===== src/design/cscs_pkg.sv =====
// package for the cpu status word and context save block
// assumes a single core clock; all users refer to names as cscs_pkg::name
package cscs_pkg;

  // ----------------------------------------------------------------
  // system register numbers
  // ----------------------------------------------------------------
  localparam logic [4:0] SR_IRQ_PC = 5'h00;
  localparam logic [4:0] SR_IRQ_ST = 5'h01;
  localparam logic [4:0] SR_NMI_PC = 5'h02;
  localparam logic [4:0] SR_NMI_ST = 5'h03;
  localparam logic [4:0] SR_PSW = 5'h05;
  localparam logic [4:0] SR_TC_PC = 5'h10;
  localparam logic [4:0] SR_TC_ST = 5'h11;
  localparam logic [4:0] SR_DBG_PC = 5'h12;
  localparam logic [4:0] SR_DBG_ST = 5'h13;

  // ----------------------------------------------------------------
  // status word bit positions and values
  // ----------------------------------------------------------------
  localparam int unsigned BIT_NMI_ACTIVE = 7;
  localparam int unsigned BIT_EXC_ACTIVE = 6;
  localparam int unsigned BIT_IRQ_BLOCK = 5;
  localparam int unsigned BIT_CLAMP = 4;
  localparam int unsigned BIT_CARRY = 3;
  localparam int unsigned BIT_WRAP = 2;
  localparam int unsigned BIT_SIGN = 1;
  localparam int unsigned BIT_ZERO = 0;
  localparam logic [31:0] PSW_RESET = 32'h0000_0020;
  localparam logic [31:0] PSW_MASK = 32'h0000_00ff;
  localparam logic [31:0] PC_MASK = 32'h03ff_fffe;
  localparam logic [31:0] IRQ_ST_MASK = 32'h0000_08ff;
  localparam logic [31:0] ST_MASK = 32'h0000_0fff;
  localparam logic [31:0] SAVE_RESET = 32'h0000_0000;
  localparam logic [31:0] SAT_POS_MAX = 32'h7fff_ffff;
  localparam logic [31:0] SAT_NEG_MAX = 32'h8000_0000;

  // ----------------------------------------------------------------
  // carriers
  // ----------------------------------------------------------------
  typedef struct packed {
    logic irq_ack;            // maskable interrupt acknowledged
    logic soft_exc;           // software trap instruction
    logic nmi_ack;            // non-maskable interrupt acknowledged
    logic dbg_exc;            // debug break or single-step stop
    logic debug_trap_instr;   // debug trap instruction
    logic illegal_opcode;     // illegal code detected
    logic table_call_instr;   // table call executes
    logic debug_return_instr; // debug return executes
    logic use_cur_pc;         // interrupted instr restarts
  } cscs_evt_t;

  typedef struct packed {
    logic load_sysreg_instr;
    logic read_sysreg_instr;
    logic [4:0] num;
    logic [31:0] wdata;
  } cscs_sreg_t;

  typedef struct packed {
    logic arith_valid;
    logic carry;
    logic wrap;
    logic sign;
    logic zero;
    logic sat_valid;
    logic [32:0] sat_wide;    // exact signed result, one bit wider
  } cscs_arith_t;

  typedef enum {TAKE_NONE, TAKE_NMI, TAKE_DBG, TAKE_IRQ, TAKE_TC} cscs_take_t;

  typedef struct packed {
    logic [31:0] program_status;
    logic [31:0] irq_pc_save;
    logic [31:0] irq_status_save;
    logic [31:0] nmi_pc_save;
    logic [31:0] nmi_status_save;
    logic [31:0] debug_pc_save;
    logic [31:0] debug_status_save;
    logic [31:0] table_call_pc_save;
    logic [31:0] table_call_status_save;
    logic dbg_window;
    logic [31:0] rdata;
    logic rvalid;
    logic refused;
    logic [31:0] sat_result;
  } cscs_state_t;

endpackage


===== src/design/cscs_core.sv =====
// status word, saturation flags and the four context save pairs
// assumes the pipeline presents each event for exactly one core_clk cycle
// and that at most one instruction retires per cycle
`timescale 1ns/10ps
`default_nettype none

// Operation
// - irq or trap saves pc and status
// - nmi saves pc and status to nmi pair
// - debug occasions save into debug pair
// - table call saves into table-call pair
// - saved pc is the following instruction
// - debug pair readable only inside trap handler
// - illegal opcode raises the debug trap
// - pc save bit 0 always zero
// - pc save bits 31..26 zero
// - irq status save reserved bits zero
// - status saves upper bits zero
// - status write effective after instruction
// - reset loads status with irq block
// - nmi acknowledge sets nmi_active
// - exception sets exc_active and irq_block; exc_active alone still allows irqs
// - irq_block blocks irqs, even during write
// - clamp flag sticky, only saturation sets
// - arithmetic updates carry, wrap, sign, zero
// - positive overflow clamps to max positive
// - negative overflow clamps to max negative
// - in-range saturation passes raw result
// - registers reached by system register number
// - restarting instructions save their own pc
module cscs_core (
  input wire logic core_clk,
  input wire logic rst,
  input wire cscs_pkg::cscs_evt_t evt,
  input wire logic [31:0] next_pc,
  input wire logic [31:0] cur_pc,
  input wire cscs_pkg::cscs_sreg_t sreg,
  input wire cscs_pkg::cscs_arith_t arith,
  output logic [31:0] program_status,
  output logic maskable_irq_ok,
  output logic debug_read_window,
  output logic [31:0] sysreg_rdata,
  output logic sysreg_rvalid,
  output logic sysreg_refused,
  output logic [31:0] sat_result
);

  // ----------------------------------------------------------------
  // decode helpers
  // ----------------------------------------------------------------
  // debug pair numbers, used by read gating and the assertions
  function automatic logic is_debug_num(input logic [4:0] n);
    is_debug_num = (n == cscs_pkg::SR_DBG_PC) || (n == cscs_pkg::SR_DBG_ST);
  endfunction

  // read mux; unmapped numbers read as zero
  function automatic logic [31:0] read_mux(input cscs_pkg::cscs_state_t st,
                                           input logic [4:0] n);
    unique case (n)
      cscs_pkg::SR_IRQ_PC: read_mux = st.irq_pc_save;
      cscs_pkg::SR_IRQ_ST: read_mux = st.irq_status_save;
      cscs_pkg::SR_NMI_PC: read_mux = st.nmi_pc_save;
      cscs_pkg::SR_NMI_ST: read_mux = st.nmi_status_save;
      cscs_pkg::SR_PSW: read_mux = st.program_status;
      cscs_pkg::SR_TC_PC: read_mux = st.table_call_pc_save;
      cscs_pkg::SR_TC_ST: read_mux = st.table_call_status_save;
      cscs_pkg::SR_DBG_PC: read_mux = st.debug_pc_save;
      cscs_pkg::SR_DBG_ST: read_mux = st.debug_status_save;
      default: read_mux = 32'h0000_0000;
    endcase
  endfunction

  // ----------------------------------------------------------------
  // state
  // ----------------------------------------------------------------
  cscs_pkg::cscs_state_t s;       // every flip-flop of the block
  cscs_pkg::cscs_state_t next_s;  // its next value
  cscs_pkg::cscs_take_t take;     // which save pair this cycle
  logic [31:0] saved_pc;          // pc value bound for a save pair
  logic psw_write;                // status write this cycle
  logic pos_over;                 // saturation above positive max
  logic neg_over;                 // saturation below negative max
  logic enters_dbg_handler;       // entry to the trap handler

  // ----------------------------------------------------------------
  // event selection
  // ----------------------------------------------------------------
  // one pair per cycle; nmi beats debug beats irq beats table call
  always_comb begin
    if (evt.nmi_ack) begin
      take = cscs_pkg::TAKE_NMI;
    end else if (evt.dbg_exc || evt.debug_trap_instr || evt.illegal_opcode) begin
      take = cscs_pkg::TAKE_DBG;
    end else if (evt.irq_ack || evt.soft_exc) begin
      take = cscs_pkg::TAKE_IRQ;
    end else if (evt.table_call_instr) begin
      take = cscs_pkg::TAKE_TC;
    end else begin
      take = cscs_pkg::TAKE_NONE;
    end
  end

  // restarting loads, divides and frame ops resume at their own address
  assign saved_pc = (evt.use_cur_pc && (evt.irq_ack || evt.nmi_ack)) ?
                    cur_pc : next_pc;
  assign enters_dbg_handler = evt.debug_trap_instr || evt.illegal_opcode;
  assign psw_write = sreg.load_sysreg_instr && (sreg.num == cscs_pkg::SR_PSW);
  assign pos_over = !arith.sat_wide[32] && arith.sat_wide[31];
  assign neg_over = arith.sat_wide[32] && !arith.sat_wide[31];

  // ----------------------------------------------------------------
  // next state
  // ----------------------------------------------------------------
  always_comb begin
    next_s = s;
    next_s.rvalid = 1'b0;
    next_s.refused = 1'b0;
    // software writes by register number; pc pairs drop bit 0 and top bits
    if (sreg.load_sysreg_instr) begin
      unique case (sreg.num)
        cscs_pkg::SR_IRQ_PC: next_s.irq_pc_save = sreg.wdata & cscs_pkg::PC_MASK;
        cscs_pkg::SR_IRQ_ST: next_s.irq_status_save = sreg.wdata & cscs_pkg::IRQ_ST_MASK;
        cscs_pkg::SR_NMI_PC: next_s.nmi_pc_save = sreg.wdata & cscs_pkg::PC_MASK;
        cscs_pkg::SR_NMI_ST: next_s.nmi_status_save = sreg.wdata & cscs_pkg::ST_MASK;
        cscs_pkg::SR_PSW: next_s.program_status = sreg.wdata & cscs_pkg::PSW_MASK;
        cscs_pkg::SR_TC_PC: next_s.table_call_pc_save = sreg.wdata & cscs_pkg::PC_MASK;
        cscs_pkg::SR_TC_ST: next_s.table_call_status_save = sreg.wdata & cscs_pkg::ST_MASK;
        cscs_pkg::SR_DBG_PC: next_s.debug_pc_save = sreg.wdata & cscs_pkg::PC_MASK;
        cscs_pkg::SR_DBG_ST: next_s.debug_status_save = sreg.wdata & cscs_pkg::ST_MASK;
        default: next_s.program_status = s.program_status;  // reserved: ignored
      endcase
    end
    // ordinary arithmetic never touches the clamp flag
    if (arith.arith_valid) begin
      next_s.program_status[cscs_pkg::BIT_CARRY] = arith.carry;
      next_s.program_status[cscs_pkg::BIT_WRAP] = arith.wrap;
      next_s.program_status[cscs_pkg::BIT_SIGN] = arith.sign;
      next_s.program_status[cscs_pkg::BIT_ZERO] = arith.zero;
    end
    // saturating ops clamp and only ever set the sticky flag
    if (arith.sat_valid) begin
      if (pos_over) begin
        next_s.sat_result = cscs_pkg::SAT_POS_MAX;
        next_s.program_status[cscs_pkg::BIT_CLAMP] = 1'b1;
        next_s.program_status[cscs_pkg::BIT_WRAP] = 1'b1;
        next_s.program_status[cscs_pkg::BIT_SIGN] = 1'b0;
        next_s.program_status[cscs_pkg::BIT_ZERO] = 1'b0;
      end else if (neg_over) begin
        next_s.sat_result = cscs_pkg::SAT_NEG_MAX;
        next_s.program_status[cscs_pkg::BIT_CLAMP] = 1'b1;
        next_s.program_status[cscs_pkg::BIT_WRAP] = 1'b1;
        next_s.program_status[cscs_pkg::BIT_SIGN] = 1'b1;
        next_s.program_status[cscs_pkg::BIT_ZERO] = 1'b0;
      end else begin
        next_s.sat_result = arith.sat_wide[31:0];
        next_s.program_status[cscs_pkg::BIT_WRAP] = 1'b0;
        next_s.program_status[cscs_pkg::BIT_SIGN] = arith.sat_wide[31];
        next_s.program_status[cscs_pkg::BIT_ZERO] = (arith.sat_wide[31:0] == 32'h0000_0000);
      end
    end
    // entry: the pair catches the pre-entry status, same edge as the flags
    unique case (take)
      cscs_pkg::TAKE_NMI: begin
        next_s.nmi_pc_save = saved_pc & cscs_pkg::PC_MASK;
        next_s.nmi_status_save = s.program_status & cscs_pkg::ST_MASK;
        next_s.program_status[cscs_pkg::BIT_NMI_ACTIVE] = 1'b1;
        next_s.program_status[cscs_pkg::BIT_IRQ_BLOCK] = 1'b1;
      end
      cscs_pkg::TAKE_DBG: begin
        next_s.debug_pc_save = saved_pc & cscs_pkg::PC_MASK;
        next_s.debug_status_save = s.program_status & cscs_pkg::ST_MASK;
        next_s.program_status[cscs_pkg::BIT_EXC_ACTIVE] = 1'b1;
        next_s.program_status[cscs_pkg::BIT_IRQ_BLOCK] = 1'b1;
      end
      cscs_pkg::TAKE_IRQ: begin
        next_s.irq_pc_save = saved_pc & cscs_pkg::PC_MASK;
        next_s.irq_status_save = s.program_status & cscs_pkg::IRQ_ST_MASK;
        next_s.program_status[cscs_pkg::BIT_IRQ_BLOCK] = 1'b1;
        if (evt.soft_exc && !evt.irq_ack) begin
          next_s.program_status[cscs_pkg::BIT_EXC_ACTIVE] = 1'b1;
        end
      end
      cscs_pkg::TAKE_TC: begin
        next_s.table_call_pc_save = saved_pc & cscs_pkg::PC_MASK;
        next_s.table_call_status_save = s.program_status & cscs_pkg::ST_MASK;
      end
      cscs_pkg::TAKE_NONE: begin
        next_s.rvalid = 1'b0;  // no save this cycle
      end
    endcase
    // handler window: entry sets, debug return clears, set wins a tie
    if (enters_dbg_handler) begin
      next_s.dbg_window = 1'b1;
    end else if (evt.debug_return_instr) begin
      next_s.dbg_window = 1'b0;
    end
    // reads answer next cycle; debug pair outside the window reads zero
    if (sreg.read_sysreg_instr) begin
      next_s.rvalid = 1'b1;
      if (is_debug_num(sreg.num) && !s.dbg_window) begin
        next_s.rdata = 32'h0000_0000;
        next_s.refused = 1'b1;
      end else begin
        next_s.rdata = read_mux(s, sreg.num);
      end
    end
  end

  // ----------------------------------------------------------------
  // registers
  // ----------------------------------------------------------------
  // save pairs are cleared too, though software may not rely on it
  always_ff @(posedge core_clk or posedge rst) begin
    if (rst) begin
      s <= '0;
      s.program_status <= cscs_pkg::PSW_RESET;
      s.irq_pc_save <= cscs_pkg::SAVE_RESET;
    end else begin
      s <= next_s;
    end
  end

  // ----------------------------------------------------------------
  // outputs
  // ----------------------------------------------------------------
  // a status write raising irq_block already blocks during its own cycle
  assign maskable_irq_ok = !s.program_status[cscs_pkg::BIT_IRQ_BLOCK] &&
                           !s.program_status[cscs_pkg::BIT_NMI_ACTIVE] &&
                           !(psw_write && sreg.wdata[cscs_pkg::BIT_IRQ_BLOCK]);
  assign program_status = s.program_status;
  assign debug_read_window = s.dbg_window;
  assign sysreg_rdata = s.rdata;
  assign sysreg_rvalid = s.rvalid;
  assign sysreg_refused = s.refused;
  assign sat_result = s.sat_result;
endmodule

`default_nettype wire


===== config.mk =====
export PLATFORM = sky130hd
export DESIGN_NAME = cscs_core
export DESIGN_NICKNAME = d
export VERILOG_FILES = /design/src/design/cscs_pkg.sv /design/src/design/cscs_core.sv
export SDC_FILE = /design/constraint.sdc
export NUM_CORES = 1
export LEC_CHECK = 0
export BUFFER_PORTS_ARGS = -buffer_cell sky130_fd_sc_hd__buf_2
export CAP_MARGIN = 15
export CELL_PAD_IN_SITES_DETAIL_PLACEMENT = 1
export CELL_PAD_IN_SITES_GLOBAL_PLACEMENT = 1
export CORE_UTILIZATION = 30
export DETAILED_ROUTE_END_ITERATION = 12
export PLACE_DENSITY = 0.7
export SLEW_MARGIN = 10
export SYNTH_ARGS = -nofsm -noshare
export SYNTH_HDL_FRONTEND = slang
export SYNTH_SLANG_ARGS = --single-unit

===== constraint.sdc =====
create_clock -name core_clk -period 8.1 [get_ports core_clk]
set_input_delay 0.81 -clock core_clk [delete_from_list [all_inputs] [get_ports core_clk]]
set_output_delay 0.81 -clock core_clk [all_outputs]
set_load 0.05 [all_outputs]

==> results.sh <==
export IMPL_clk_pin_slew_ns=0.06
export IMPL_drt_iter0_drc=487
export IMPL_hold_viol_final=0
export IMPL_core_um2=38800
export IMPL_path_delay_family="buffers and inverters"
export IMPL_drive_gt1_share_pct=23.5
export IMPL_num_rows=72
export IMPL_final_max_slew_viol_count=0
export IMPL_clock_path_buffers=3
export IMPL_antenna_found_initial=4
export IMPL_grt_first_pass_wirelength_um=59000
export IMPL_cp_arrival_ns=3.44
export IMPL_synth_cell_type_count=52
export IMPL_synth_avg_cell_area_um2=9.58
export IMPL_worstPathRequired_ns=7.29
export IMPL_fin_crit_sh_pct=52.4
export IMPL_yosys_area_top_type="dfrtp_1"
export IMPL_slew_headroom_pct=21.2
export IMPL_cts_buffers=27
export IMPL_root_buffer="clkbuf_16"
export IMPL_cts_sinks=215
export IMPL_synth_top_cells_by_count="dfrtp_1 (214), mux2i_1 (171), nand2_1 (162), o21ai_0 (135), buf_4 (98)"
export IMPL_synth_ff_type="dfrtp_1"
export IMPL_io_buffer_count=208
export IMPL_dieArea_um2=40400
export IMPL_cts_hold_buffers=0
export IMPL_cp_end_kind="output pin"
export IMPL_fmax_mhz=235
export IMPL_grt_pass1_vias=9961
export IMPL_cp_max_fo=28
export IMPL_r2r_cells=5
export IMPL_crit_reg2reg_launch="debug_read_window"
export IMPL_powerDensity_nw_per_um2=226
export IMPL_dieHeight_um=201
export IMPL_reg2reg_to="sysreg_rdata[19]"
export IMPL_dp_hpwl_um=23900
export IMPL_route_detailed_drc=0
export IMPL_first_pass_iters=5
export IMPL_num_vias=9426
export IMPL_cellLeakagePower_uw=0.00639
export IMPL_skew_ns=0.0214
export IMPL_htreeDepth=1
export IMPL_final_setup_tns_ns=0
export IMPL_outcome="finished clean"
export IMPL_nets=1475
export IMPL_tightestPinTransition_ns=1.18
export IMPL_dpl_cell_area_um2=12600
export IMPL_crit_top_cell="buf_2"
export IMPL_gp_congestion=0.783
export IMPL_postCtsSetupRepairBufs=0
export IMPL_area_delta_synth_final_pct=13.4
export IMPL_yosys_warnings=0
export IMPL_syn_inst=1240
export IMPL_synth_top_area_share_pct=45.1
export IMPL_synthTopCellsByArea="dfrtp_1 (45%), mux2i_1 (14%), buf_4 (6.2%)"
export IMPL_start_util_pct=30.6
export IMPL_worst_setup_path_start_kind="input port"
export IMPL_ys_seq_elements=215
export IMPL_final_area_um2=13500
export IMPL_pin_count=253
export IMPL_syn_area_um2=11900
export IMPL_slowest_delay_ns=0.55
export IMPL_drt_vias_per_instance=5.07
export IMPL_crit_type="in -> out"
export IMPL_wl_per_cell_um=20.3
export IMPL_clk_latency_ns=0.56
export IMPL_wirelength_um=37800
export IMPL_cp_buffers_inverters=4
export IMPL_drv_cap=0
export IMPL_die_w_um=201
export IMPL_r2r_slack_ns=6.04
export IMPL_rsz0062_at_grt="false"
export IMPL_track_usage_pct=18.6
export IMPL_period_needed_ns=4.25
export IMPL_grt_max_degree=77
export IMPL_hp_class="in -> async"
export IMPL_gr_total_overflow=0
export IMPL_ant_nets=0
export IMPL_ys_seq_area_share_pct=45.3
export IMPL_synth_edf_count=0
export IMPL_yosysMostFrequentCell="dfrtp_1"
export IMPL_synthArstFlopShare_pct=100
export IMPL_cts_resized=0
export IMPL_cts_tree="yes"
export IMPL_crit_chain="buf_2 -> buf_4 -> nor2b_1 -> nand4b_1 -> inv_1 -> a211oi_1 -> buf_2"
export IMPL_finalSetupViolCount=0
export IMPL_ir_drop_uv=143
export IMPL_cp_slowest_cell="buf_4"
==> metal layers <==
| layer | GRT usage [%] | up-vias | wire, um |
|---|---|---|---|
| met5 | 0 | - | 0 |
| met4 | 5.59 | 0 | 843 |
| met3 | 2.99 | 54 | 1720 |
| met2 | 31.4 | 216 | 18700 |
| met1 | 24.4 | 4799 | 16500 |
| li1 | - | 4357 | - |
==> cells by family after synthesis <==
logic type / synth area share, %
AO/OA/AOI/OAI: 14.0
adder cells (fa/ha/maj): 0.316
buffers and inverters: 11.0
flip-flops: 45.3
multiplexers: 18.5
other: 0.0316
AND/OR/NAND/NOR: 10.9
==> final cells by class <==
cell class              instances  area, um^2
inverters                      29         116
diodes                          4        10.0
well taps                     518         648
repair buffers                219        1120
multi-input cells             827        5310
fillers                      4495       25400
flip-flops and latches        215        5380
clock buffers                  47         851
clock inverters                 2        31.3
==> where the power goes <==
part	switching, uW	internal (uW)
Clock	487	710
Sequential	87.7	1220
Combinational	351	186
Total	925	2120
==> cell usage in the layout (no fill, tap or decap), drive strengths merged, types with 2 or more instances in the layout <==
cell type / Yosys / routed
o22ai: 22 / 22
ha: 3 / 3
a22oi: 12 / 12
nor2: 70 / 70
mux4: 3 / 3
nand3b: 4 / 4
nand2: 165 / 165
nand4b: 2 / 2
a221oi: 17 / 17
and2: 4 / 4
o21ai: 152 / 152
a211oi: 4 / 4
nor4: 8 / 8
nand2b: 8 / 8
inv: 29 / 31
mux2: 37 / 37
buf: 142 / 219
a31oi: 2 / 2
conb: 1 / 24
a32oi: 4 / 4
or3b: 2 / 2
nand3: 8 / 8
or3: 2 / 2
and3: 4 / 4
clkbuf: 50 / 47
diode: 0 / 4
a21oi: 79 / 79
nor2b: 6 / 6
mux2i: 171 / 171
nor3: 6 / 6
dfrtp: 214 / 214
==> registers in the layout (all words and copies together), names as in the netlist <==
register,flops
sysreg_rdata,27
sysreg_rvalid,1
debug_read_window,1
sat_result,32
sysreg_refused,1
s,145
program_status,8
==> worst register-to-register path, delay by kind of cell, from the launching register on <==
kind	cells	cell delay, ns
flip-flops	1	0.46
AO/OA/AOI/OAI	2	0.32
buffers and inverters	1	0.49
AND/OR/NAND/NOR	2	0.68
==> stage by stage <==
step	hold slack, ns	util [%]	setup WS, ns	power, uW	cells
after floorplan	0.484	-	1.41	1730	1263
after global placement	0.501	32.4	3.85	1840	1808
after detailed placement	0.513	32.4	3.77	1870	1808
after CTS	0.334	34.7	3.86	3090	1857
after global routing	0.340	34.7	3.76	3200	1861
final	0.294	34.7	3.85	3050	1861
==> how the worst max path moves through the flow <==
stage                              endpoint     start  cells after the start
after floorplan           debug_read_window       rst                      1
after global placement               s[184]  sreg[36]                      7
after detailed placement             s[174]  sreg[36]                      7
after CTS                   maskable_irq_ok  sreg[36]                      7
after global routing        maskable_irq_ok  sreg[36]                      7
final                       maskable_irq_ok  sreg[36]                      7
(Power assumes the default switching activity.)
